[src/common/charger_fault_status_map.vh]
`ifndef CHARGER_FAULT_STATUS_MAP_VH
`define CHARGER_FAULT_STATUS_MAP_VH

// ----------------------------------------
// Register offsets
// ----------------------------------------
`define CFS_OFF_FAULT        8'h09
`define CFS_OFF_STATUS       8'h0a
`define CFS_OFF_IDENT        8'h0b

// ----------------------------------------
// Fault register fields
// ----------------------------------------
`define CFS_FLT_WDOG_BIT     7
`define CFS_FLT_BOOST_BIT    6
`define CFS_FLT_CHG_HI       5
`define CFS_FLT_CHG_LO       4
`define CFS_FLT_BOVP_BIT     3
`define CFS_FLT_NTC_HI       2
`define CFS_FLT_NTC_LO       0

// ----------------------------------------
// Charge fault codes
// ----------------------------------------
`define CFS_CHG_NORMAL       2'h0
`define CFS_CHG_INPUT        2'h1
`define CFS_CHG_THERMAL      2'h2
`define CFS_CHG_TIMER        2'h3

// ----------------------------------------
// Thermistor zone codes
// ----------------------------------------
`define CFS_NTC_NORMAL       3'h0
`define CFS_NTC_WARM         3'h2
`define CFS_NTC_COOL         3'h3
`define CFS_NTC_COLD         3'h5
`define CFS_NTC_HOT          3'h6

// ----------------------------------------
// Status register fields
// ----------------------------------------
`define CFS_ST_ATTACH_BIT    7
`define CFS_ST_VLIM_BIT      6
`define CFS_ST_ILIM_BIT      5
`define CFS_ST_TOPOFF_BIT    3
`define CFS_ST_INPUT_OVERVOLTAGE_STATE_BIT      2
`define CFS_ST_VMASK_BIT     1
`define CFS_ST_IMASK_BIT     0
`define CFS_MASK_RESET       1'b0

// ----------------------------------------
// Identity register fields
// ----------------------------------------
`define CFS_ID_RST_BIT       7
`define CFS_ID_PART_HI       6
`define CFS_ID_PART_LO       3
`define CFS_ID_REV_HI        1
`define CFS_ID_REV_LO        0

// ----------------------------------------
// Restore sequence length in cycles
// ----------------------------------------
`define CFS_RESTORE_CYCLES   4

`endif

[src/hw/cfs_pulse_gate.v]
`timescale 1ns/10ps
module cfs_pulse_gate
(
  // Clock and reset
  input  wire i_clk_sys,
  input  wire i_rst_n,
  // Loop level and mask
  input  wire i_level,
  input  wire i_mask,
  // Event pulse
  output reg  o_pulse
);

  reg level_d_ff;

  // ----------------------------------------
  // Rising edge of a loop entry, gated
  // ----------------------------------------
  always @(posedge i_clk_sys or negedge i_rst_n)
  begin
    if (!i_rst_n)
    begin
      level_d_ff <= 1'b0;
      o_pulse    <= 1'b0;
    end
    else
    begin
      level_d_ff <= i_level;
      o_pulse    <= i_level & ~level_d_ff & ~i_mask;
    end
  end

endmodule

[src/hw/charger_fault_status_regs.v]
// Operation
// RULE1: Fault bit 7 reports watchdog expiry
// RULE2: Fault bit 6 reports boost cannot run
// RULE3: Bits 5:4 hold two-bit charge fault code
// RULE4: Input fault: overvoltage or low bus
// RULE5: Fault bit 3 reports battery overvoltage
// RULE6: Buck mode thermistor zone five codes
// RULE7: Boost mode zone limited to three codes
// RULE8: Status bit 7 shows input attached
// RULE9: Bits 6,5 show voltage/current limit loops
// RULE10: Status bit 3 shows top-off counting
// RULE11: Status bit 2 shows input overvoltage
// RULE12: Mask bit 1 suppresses voltage pulse
// RULE13: Mask bit 0 suppresses current pulse
// RULE14: Restore bit resets registers and timer
// RULE15: Restore bit self-clears when finished
// RULE16: Read-only part and revision codes
// RULE17: Writes to read-only bits ignored
`timescale 1ns/10ps
`include "charger_fault_status_map.vh"
module charger_fault_status_regs
#(
  parameter [3:0] PART_CODE     = 4'h5,  // Arbitrary value
  parameter [1:0] REVISION_CODE = 2'h1   // Arbitrary value
)
(
  // Clock and reset
  input  wire       i_clk_sys,
  input  wire       i_rst_n,
  // Register port
  input  wire [7:0] i_reg_addr,
  input  wire       i_reg_wr,
  input  wire [7:0] i_reg_wdata,
  output reg  [7:0] o_reg_rdata,
  // Fault conditions
  input  wire       i_watchdog_expired,
  input  wire       i_otg_overload,
  input  wire       i_bus_overvoltage,
  input  wire       i_battery_too_low,
  input  wire       i_input_sense_ovp,
  input  wire       i_bus_above_battery,
  input  wire       i_bus_below_min,
  input  wire       i_thermal_shutdown,
  input  wire       i_safety_timer_expired,
  input  wire       i_battery_overvoltage,
  input  wire       i_boost_mode,
  input  wire [2:0] i_thermistor_zone,
  // Status conditions
  input  wire       i_input_attached,
  input  wire       i_input_voltage_limit_loop,
  input  wire       i_input_current_limit_loop,
  input  wire       i_topoff_counting,
  input  wire       i_input_overvoltage_state,
  // Pulses and restore
  output wire       o_voltage_limit_pulse,
  output wire       o_current_limit_pulse,
  output reg        o_restore_defaults,
  output reg        o_safety_timer_restart
);

  // ----------------------------------------
  // Input synchronisers
  // ----------------------------------------
  localparam NSYNC = 18;
  wire [NSYNC-1:0] raw_in = {i_watchdog_expired, i_otg_overload, i_bus_overvoltage,
                             i_battery_too_low, i_input_sense_ovp, i_bus_above_battery,
                             i_bus_below_min, i_thermal_shutdown, i_safety_timer_expired,
                             i_battery_overvoltage, i_boost_mode, i_thermistor_zone,
                             i_input_attached, i_input_voltage_limit_loop,
                             i_input_current_limit_loop, i_topoff_counting};
  reg  [NSYNC-1:0] sync1_ff;
  reg  [NSYNC-1:0] sync2_ff;
  reg              acov1_ff;
  reg              acov2_ff;

  // Analog conditions are asynchronous to the register clock
  always @(posedge i_clk_sys or negedge i_rst_n)
  begin
    if (!i_rst_n)
    begin
      sync1_ff <= {NSYNC{1'b0}};
      sync2_ff <= {NSYNC{1'b0}};
      acov1_ff <= 1'b0;
      acov2_ff <= 1'b0;
    end
    else
    begin
      sync1_ff <= raw_in;
      sync2_ff <= sync1_ff;
      acov1_ff <= i_input_overvoltage_state;
      acov2_ff <= acov1_ff;
    end
  end

  wire       s_wdog     = sync2_ff[17];
  wire       s_otg_ol   = sync2_ff[16];
  wire       s_bus_ovp  = sync2_ff[15];
  wire       s_bat_low  = sync2_ff[14];
  wire       s_vac_ovp  = sync2_ff[13];
  wire       s_bus_gtb  = sync2_ff[12];
  wire       s_bus_lmin = sync2_ff[11];
  wire       s_tshut    = sync2_ff[10];
  wire       s_tmr_exp  = sync2_ff[9];
  wire       s_bovp     = sync2_ff[8];
  wire       s_boost    = sync2_ff[7];
  wire [2:0] s_zone     = sync2_ff[6:4];
  wire       s_attach   = sync2_ff[3];
  wire       s_vlim     = sync2_ff[2];
  wire       s_ilim     = sync2_ff[1];
  wire       s_topoff   = sync2_ff[0];

  // ----------------------------------------
  // Fault register content
  // ----------------------------------------
  reg  [1:0] charge_fault_code;
  reg  [2:0] thermistor_zone_code;
  wire       input_fault = s_vac_ovp | (s_bus_gtb & s_bus_lmin); // RULE4
  wire       boost_fault = s_otg_ol | s_bus_ovp | s_bat_low;       // RULE2

  // Thermal shutdown outranks the input and timer faults
  always @*
  begin
    if (s_tshut)
      charge_fault_code = `CFS_CHG_THERMAL;  // RULE3
    else if (input_fault)
      charge_fault_code = `CFS_CHG_INPUT;    // RULE3
    else if (s_tmr_exp)
      charge_fault_code = `CFS_CHG_TIMER;    // RULE3
    else
      charge_fault_code = `CFS_CHG_NORMAL;   // RULE3
  end

  // Unknown zone codes collapse to normal
  always @*
  begin
    case (s_zone)
      `CFS_NTC_COLD:
        thermistor_zone_code = `CFS_NTC_COLD;
      `CFS_NTC_HOT:
        thermistor_zone_code = `CFS_NTC_HOT;
      `CFS_NTC_WARM:
        thermistor_zone_code = s_boost ? `CFS_NTC_NORMAL : `CFS_NTC_WARM; // RULE6 RULE7
      `CFS_NTC_COOL:
        thermistor_zone_code = s_boost ? `CFS_NTC_NORMAL : `CFS_NTC_COOL; // RULE6 RULE7
      default:
        thermistor_zone_code = `CFS_NTC_NORMAL;
    endcase
  end

  wire [7:0] fault_report;
  assign fault_report[`CFS_FLT_WDOG_BIT]                  = s_wdog;            // RULE1
  assign fault_report[`CFS_FLT_BOOST_BIT]                 = boost_fault;       // RULE2
  assign fault_report[`CFS_FLT_CHG_HI:`CFS_FLT_CHG_LO]    = charge_fault_code; // RULE3
  assign fault_report[`CFS_FLT_BOVP_BIT]                  = s_bovp;            // RULE5
  assign fault_report[`CFS_FLT_NTC_HI:`CFS_FLT_NTC_LO]    = thermistor_zone_code;

  // ----------------------------------------
  // Masks and restore sequence
  // ----------------------------------------
  localparam ST_IDLE    = 2'b01;
  localparam ST_RESTORE = 2'b10;

  reg  [1:0] state_ff;
  reg  [1:0] nxt_state;
  reg  [2:0] cnt_ff;
  reg  [2:0] nxt_cnt;
  reg        vmask_ff;
  reg        imask_ff;
  reg        restore_bit_ff;

  wire wr_status = i_reg_wr & (i_reg_addr == `CFS_OFF_STATUS);
  wire wr_ident  = i_reg_wr & (i_reg_addr == `CFS_OFF_IDENT);
  wire start_rst = wr_ident & i_reg_wdata[`CFS_ID_RST_BIT] & state_ff[0]; // RULE14

  always @*
  begin
    nxt_state = state_ff;
    nxt_cnt   = cnt_ff;
    case (state_ff)
      ST_IDLE:
      begin
        if (start_rst)
        begin
          nxt_state = ST_RESTORE;
          nxt_cnt   = 3'h0;
        end
      end
      ST_RESTORE:
      begin
        if (cnt_ff == `CFS_RESTORE_CYCLES - 1)
          nxt_state = ST_IDLE; // RULE15
        else
          nxt_cnt = cnt_ff + 3'h1;
      end
      default:
        nxt_state = ST_IDLE;
    endcase
  end

  always @(posedge i_clk_sys or negedge i_rst_n)
  begin
    if (!i_rst_n)
    begin
      state_ff               <= ST_IDLE;
      cnt_ff                 <= 3'h0;
      vmask_ff               <= `CFS_MASK_RESET;
      imask_ff               <= `CFS_MASK_RESET;
      restore_bit_ff         <= 1'b0;
      o_restore_defaults     <= 1'b0;
      o_safety_timer_restart <= 1'b0;
    end
    else
    begin
      state_ff               <= nxt_state;
      cnt_ff                 <= nxt_cnt;
      restore_bit_ff         <= (nxt_state == ST_RESTORE);     // RULE15
      o_restore_defaults     <= (nxt_state == ST_RESTORE);     // RULE14
      o_safety_timer_restart <= start_rst;                     // RULE14
      if (state_ff == ST_RESTORE)
      begin
        vmask_ff <= `CFS_MASK_RESET; // RULE14
        imask_ff <= `CFS_MASK_RESET; // RULE14
      end
      else if (wr_status)
      begin
        // Only the mask bits take a write
        vmask_ff <= i_reg_wdata[`CFS_ST_VMASK_BIT]; // RULE17
        imask_ff <= i_reg_wdata[`CFS_ST_IMASK_BIT]; // RULE17
      end
    end
  end

  // ----------------------------------------
  // Event pulses
  // ----------------------------------------
  cfs_pulse_gate u_vlim_pulse
  (
    .i_clk_sys (i_clk_sys),
    .i_rst_n   (i_rst_n),
    .i_level   (s_vlim),
    .i_mask    (vmask_ff), // RULE12
    .o_pulse   (o_voltage_limit_pulse)
  );

  cfs_pulse_gate u_ilim_pulse
  (
    .i_clk_sys (i_clk_sys),
    .i_rst_n   (i_rst_n),
    .i_level   (s_ilim),
    .i_mask    (imask_ff), // RULE13
    .o_pulse   (o_current_limit_pulse)
  );

  // ----------------------------------------
  // Status and identity content
  // ----------------------------------------
  wire [7:0] status_reg;
  assign status_reg[`CFS_ST_ATTACH_BIT] = s_attach; // RULE8
  assign status_reg[`CFS_ST_VLIM_BIT]   = s_vlim;   // RULE9
  assign status_reg[`CFS_ST_ILIM_BIT]   = s_ilim;   // RULE9
  assign status_reg[4]                  = 1'b0;
  assign status_reg[`CFS_ST_TOPOFF_BIT] = s_topoff; // RULE10
  assign status_reg[`CFS_ST_INPUT_OVERVOLTAGE_STATE_BIT]   = acov2_ff; // RULE11
  assign status_reg[`CFS_ST_VMASK_BIT]  = vmask_ff;
  assign status_reg[`CFS_ST_IMASK_BIT]  = imask_ff;

  wire [7:0] ident_reg;
  assign ident_reg[`CFS_ID_RST_BIT]                  = restore_bit_ff;
  assign ident_reg[`CFS_ID_PART_HI:`CFS_ID_PART_LO]  = PART_CODE;     // RULE16
  assign ident_reg[2]                                = 1'b0;
  assign ident_reg[`CFS_ID_REV_HI:`CFS_ID_REV_LO]    = REVISION_CODE; // RULE16

  // ----------------------------------------
  // Read data register
  // ----------------------------------------
  // Registered read keeps the data output glitch free
  always @(posedge i_clk_sys or negedge i_rst_n)
  begin
    if (!i_rst_n)
      o_reg_rdata <= 8'h00;
    else
    begin
      case (i_reg_addr)
        `CFS_OFF_FAULT:  o_reg_rdata <= fault_report; // RULE17
        `CFS_OFF_STATUS: o_reg_rdata <= status_reg;
        `CFS_OFF_IDENT:  o_reg_rdata <= ident_reg;
        default:         o_reg_rdata <= 8'h00;
      endcase
    end
  end

endmodule

[config.mk]
export PLATFORM = sky130hd
export DESIGN_NAME = charger_fault_status_regs
export DESIGN_NICKNAME = d
export VERILOG_FILES = /design/src/hw/cfs_pulse_gate.v /design/src/hw/charger_fault_status_regs.v
export VERILOG_INCLUDE_DIRS = /design/src /design/src/common
export SDC_FILE = /design/constraint.sdc
export NUM_CORES = 1
export LEC_CHECK = 0
export ABC_AREA = 1
export BUFFER_PORTS_ARGS = -buffer_cell sky130_fd_sc_hd__clkbuf_2
export CORE_UTILIZATION = 47
export CTS_CLUSTER_DIAMETER = 30
export DETAILED_ROUTE_END_ITERATION = 7
export MAX_ROUTING_LAYER = met4
export PLACE_DENSITY = 0.72
export SLEW_MARGIN = 10
export SYNTH_ARGS = -nofsm -noshare
export SYNTH_HDL_FRONTEND = slang
export SYNTH_SLANG_ARGS = --single-unit
[constraint.sdc]
create_clock -name i_clk_sys -period 3.3 [get_ports i_clk_sys]
set_input_delay 0.165 -clock i_clk_sys [delete_from_list [all_inputs] [get_ports i_clk_sys]]
set_output_delay 0.165 -clock i_clk_sys [all_outputs]
set_load 0.01 [all_outputs]
---- After elaboration in Yosys (flattened, before gate mapping) ----
Cells that the tools add are included.
word-level totals
  register bits ........................... 59
  output and inout bits ................... 12
operators by class
  $add $sub $neg .......................... 1
  equal/unequal tests ..................... 13
  multiplexer cells ....................... 17
  bitwise gates (word level) .............. 16
  reductions and logical operators ........ 3
operators by type and width
  cell                                                  count
  equality test 8 x 4 -> 1 bit (second input constant)  3
  case mux 8 bit (3 select lines)                       1
  two-way mux 2 bit                                     7
  case mux 3 bit (4 select lines)                       1
  bitwise AND 1 bit                                     9
  equality test 3 x 2 -> 1 bit (second input constant)  3
  equality test 3 bit (second input constant)           2
  two-way mux 3 bit                                     2
  case mux 3 bit (2 select lines)                       1
  equality test 2 bit (second input constant)           2
  two-way mux 1 bit                                     4
  != test 2 bit (second input constant)                 2
  NOT 1 bit                                             4
  case mux 2 bit (2 select lines)                       1
  nonzero test 2 bit                                    2
  adder 3 x 1 -> 3 bit (second input constant)          1
  bitwise OR 1 bit                                      3
  AND reduction 3 bit                                   1
  equality test 2 x 1 -> 1 bit (second input constant)  1

---- Logic depth before layout (Yosys ltp) ----
  depth after elaboration ................. 7
  depth in mapped cells ................... 9
  depth with buffers taken out ............ 9

---- Hierarchy ----
A second synthesis with hierarchy kept.
unflattened totals
  cells, all modules ...................... 166
  area total of the unflattened synthesis .. 2,057.0 sq um
modules (own cells, without submodules)
  module                     instances  cells an instance  area each (sq um)  seq. area each (sq um)
  charger_fault_status_regs  1          156                1,929.4            1,377.6
  cfs_pulse_gate             2          5                  63.8               50.0

---- Worst setup path before layout ----
OpenSTA, ideal clock, no wires.
  path type ............................... reg-to-reg
  from .................................... reg state_ff[0]
  to ...................................... reg cnt_ff[1]
  arrival ................................. 1,343 ps
  required time ........................... 3,183 ps
  slack ................................... 1,840 ps
  stages on the path, launching flop included .. 7
  buffers on the path ..................... 0
  period minus slack after synthesis ...... 1,460 ps
  cell sequence ........................... dfstp_2 inv_1 ha_1 a21oi_1 nand2_1 nand2_1 nand2_1
on the way
  cells in the longest elaborated chain, start to end .. 3
RTL lines
  item                                                                  line                             text
  from (decl)                                                           charger_fault_status_regs.v:163  reg [1:0] state_ff;
  from (signal assigned)                                                charger_fault_status_regs.v:214  state_ff <= nxt_state;
  equality test 2 bit, or another cell as far along                     charger_fault_status_regs.v:179  case (state_ff)
  != test 2 bit (no source line) or nonzero test 2 bit (tied branches)  --
  AND reduction 3 bit (no source line)                                  --
  to (signal assigned)                                                  charger_fault_status_regs.v:215  cnt_ff <= nxt_cnt;
  to (decl)                                                             charger_fault_status_regs.v:165  reg [2:0] cnt_ff;
Parallel ways exist; a longest one is shown, timed or not.
A chain may end at the register's enable or synchronous reset.

---- Worst setup path in the final report ----
  from .................................... reg state_ff[0]
  to ...................................... reg cnt_ff[0]
The elaborated chain is that of the path after synthesis.

==> metrics.yaml <==
global_route:
  grt-ovfl-total: 0
  antenna_found_initial: 0
  grt_start_max_net_pins: 32
  grt_pass1_vias: 1274
  grt_pass1_wl_mm: 5.35
  grt_use_total: 0.181
sta:
  rsz0062_at_grt: "false"
  period_share: 0.496
  relSlewSlack: 0.509
  layout_setup_ws_ns: 1.66
  hold_viol: 0
  max_freq_mhz: 611
  fin_skew_ns: 0.00691
  fin_setup_tns_ns: 0
  setup-violations-final: 0
  period_needed_ns: 1.64
  worst_pin_slew_ns: 0.736
  report.final.slew_viol_count: 0
place:
  pre_cts_ws_ns: 1.68
  routabilityCongestion: 0.781
  placed_cells: 255
  portBuffers: 44
  hpwl_mm: 2.17
cts:
  cts_tree: "yes"
  cts.path.max_buffers: 2
  path_clk_slew_ns: 0.07
  clockRootBuffer: "clkbuf_8"
  cts_sinks: 59
  clkLatencyLatePin_ns: 0.32
  h-tree-depth: 3
  cts_buffers: 9
  cts_resized: 0
setup_path:
  crit_top_cell: "nand2_1"
  slowest_delay_ns: 0.57
  start_kind: "register"
  slowest_stage: "dfstp_2"
  path_max_fanout: 5
  reg2reg_setup_slack_ns: 1.66
  endpoint_kind: "register"
  worst-endpoint-required_ns: 3.51
  crit_family: "flip-flops"
  crit_chain: "inv_1, ha_1, a21oi_1, nand2_1, nand2_1, nand2_1"
  path_buf_inv: 1
  path_class: "register to register"
  critPathArrivalTime_ns: 1.85
synth:
  yosysSeqAreaShare: 0.747
  synthTopCellsByArea: "dfrtp_1 (73%), nand2_1 (5.9%), inv_1 (4.0%)"
  synth-seq-cells: 59
  synth_cell_types: 20
  yosysTopAreaCell: "dfrtp_1"
  syn_inst: 160
  synth_nets: 202
  synth_area_per_cell_um2: 12.4
  yosys_warnings: 0
  synth_area_um2: 1980
  synth_top_cell_area_share: 0.734
hold_path:
  hp-class: "primary input to register"
cells_and_area:
  syn_to_final_growth_pct: 37.1
  drive_above_1_share: 0.274
  final_cell_mix: "dfrtp_1 (58), clkbuf_2 (44), nand2_1 (31)"
  final_cells: 291
  nFillCells: 321
  layout.nets: 278
  n_antenna_cell: 0
  mostFrequentLayoutCell: "dfrtp_1"
floorplan:
  ios: 50
  core_region_area_um2: 4030
  start_util: 0.491
  die_w_um: 66.9
  rows: 23
  fp.dieArea_um2: 4470
  die_h_um: 66.9
detailed_routing:
  wire_per_inst_um: 11.1
  drt-vias-per-instance: 4.54
  drt-initial-drc-count: 57
  ant_nets: 0
  vias: 1320
  routed_wirelength_mm: 3.24
  drc_errors: 0
  first_pass_iters: 4
pwr:
  power.internal_mw: 1.34
  sequentialPowerShare: 0.462
  ir_drop_v: 0.000424
  clockPowerShare: 0.463
  netSwitchingPower_uw: 346
  p_per_area_nw_per_um2: 622
  switching_share: 0.205
  p_leak_nw: 1.43
  combPwrFrac: 0.075
outcome:
  status: "completed"
run:
  max_cap_violations: 0
==> cell families (layout without fill, tap and decap cells) <==
family,count (synthesis),count (layout),synth area share
adders and majority gates,4,4,0.0253
DFF,59,59,0.747
and+or+nand+nor,61,61,0.143
buffers and inverters,22,103,0.0424
AOI/OAI and AO/OA,14,14,0.0418
==> timing repair <==
item | CTS | global route
hold buffers | 20 | 0
setup buffers | 0 | 0
endpoints found under the hold margin | 49 | 0
==> cell usage after synthesis <==
cell / count
nand2_1: 31
ha_1: 4
o21ai_1: 3
nand4_2: 1
o21ai_0: 4
a22o_1: 1
nand3_1: 12
dfstp_2: 1
o22ai_1: 1
nor2_4: 2
nor2_1: 7
nand3b_1: 1
o211ai_1: 1
dfrtp_1: 58
clkinv_2: 1
a21oi_1: 2
a21o_1: 2
nor3_1: 5
nand2_2: 2
inv_1: 21
==> metrics by stage <==
stage | hold WS [ns] | cell area [um^2] | power, mW | utilization
final | 0.0800 | 2710 | 1.69 | 0.673
after global routing | 0.102 | 2710 | 1.76 | 0.673
after CTS | 0.0769 | 2710 | 1.70 | 0.673
after detailed placement | 0.255 | 2270 | 0.901 | 0.563
after global placement | 0.246 | 2270 | 0.895 | 0.563
after floorplan | -0.131 | 1980 | 0.849 | -
==> sequential cells by signal (all words and copies together) (netlist names) <==
register	count
o_safety_timer_restart	1
acov1_ff	1
cnt_ff	3
sync1_ff	18
acov2_ff	1
state_ff	2
u_vlim_pulse.level_d_ff	1
imask_ff	1
vmask_ff	1
u_ilim_pulse.o_pulse	1
sync2_ff	18
u_ilim_pulse.level_d_ff	1
u_vlim_pulse.o_pulse	1
restore_bit_ff	1
o_reg_rdata	8
==> layer usage <==
metal	up-vias	global-route usage	part of all wire
met4	0	0.120	0.025
met1	614	0.201	0.42
met3	8	0.0616	0.051
li1	657	-	-
met5	-	-	0
met2	41	0.277	0.50
==> final cells by class <==
type	count	area, um^2	share of cell area
clock buffer	12	145	0.0536
clock inverter	4	97.6	0.0360
inverter	22	83.8	0.0309
multi-input combinational	79	415	0.153
sequential	59	1480	0.545
tap	50	62.6	0.0231
timing repair buffer	65	428	0.158
==> power by group through the flow <==
| stage | Sequential (mW) | Clock, mW | Combinational (mW) |
|---|---|---|---|
| after global routing | 0.781 | 0.836 | 0.143 |
| after global placement | 0.790 | 0 | 0.105 |
| after floorplan | 0.788 | 0 | 0.0606 |
| final | 0.779 | 0.780 | 0.126 |
| after detailed placement | 0.792 | 0 | 0.109 |
| after CTS | 0.779 | 0.798 | 0.128 |
==> final timing paths <==
check	from	cells past startpoint	to
hold / removal	i_reg_wdata[1]	3	vmask_ff$_DFFE_PN0P_
setup / recovery	state_ff[0]$_DFF_PN1_	6	cnt_ff[0]$_DFFE_PN0P_
setup reg to reg	state_ff[0]$_DFF_PN1_	6	cnt_ff[0]$_DFFE_PN0P_
max in group asynchronous	i_rst_n	3	state_ff[0]$_DFF_PN1_
min in group asynchronous	i_rst_n	2	sync1_ff[5]$_DFF_PN0_
hold reg to reg	sync1_ff[2]$_DFF_PN0_	0	sync2_ff[2]$_DFF_PN0_
==> tightest hold or removal path, delay by kind of cell <==
kind | cells | cell delay, ns
AO/OA/AOI/OAI | 1 | 0.06
buffers and inverters | 2 | 0.13
(Power assumes the default switching activity.)
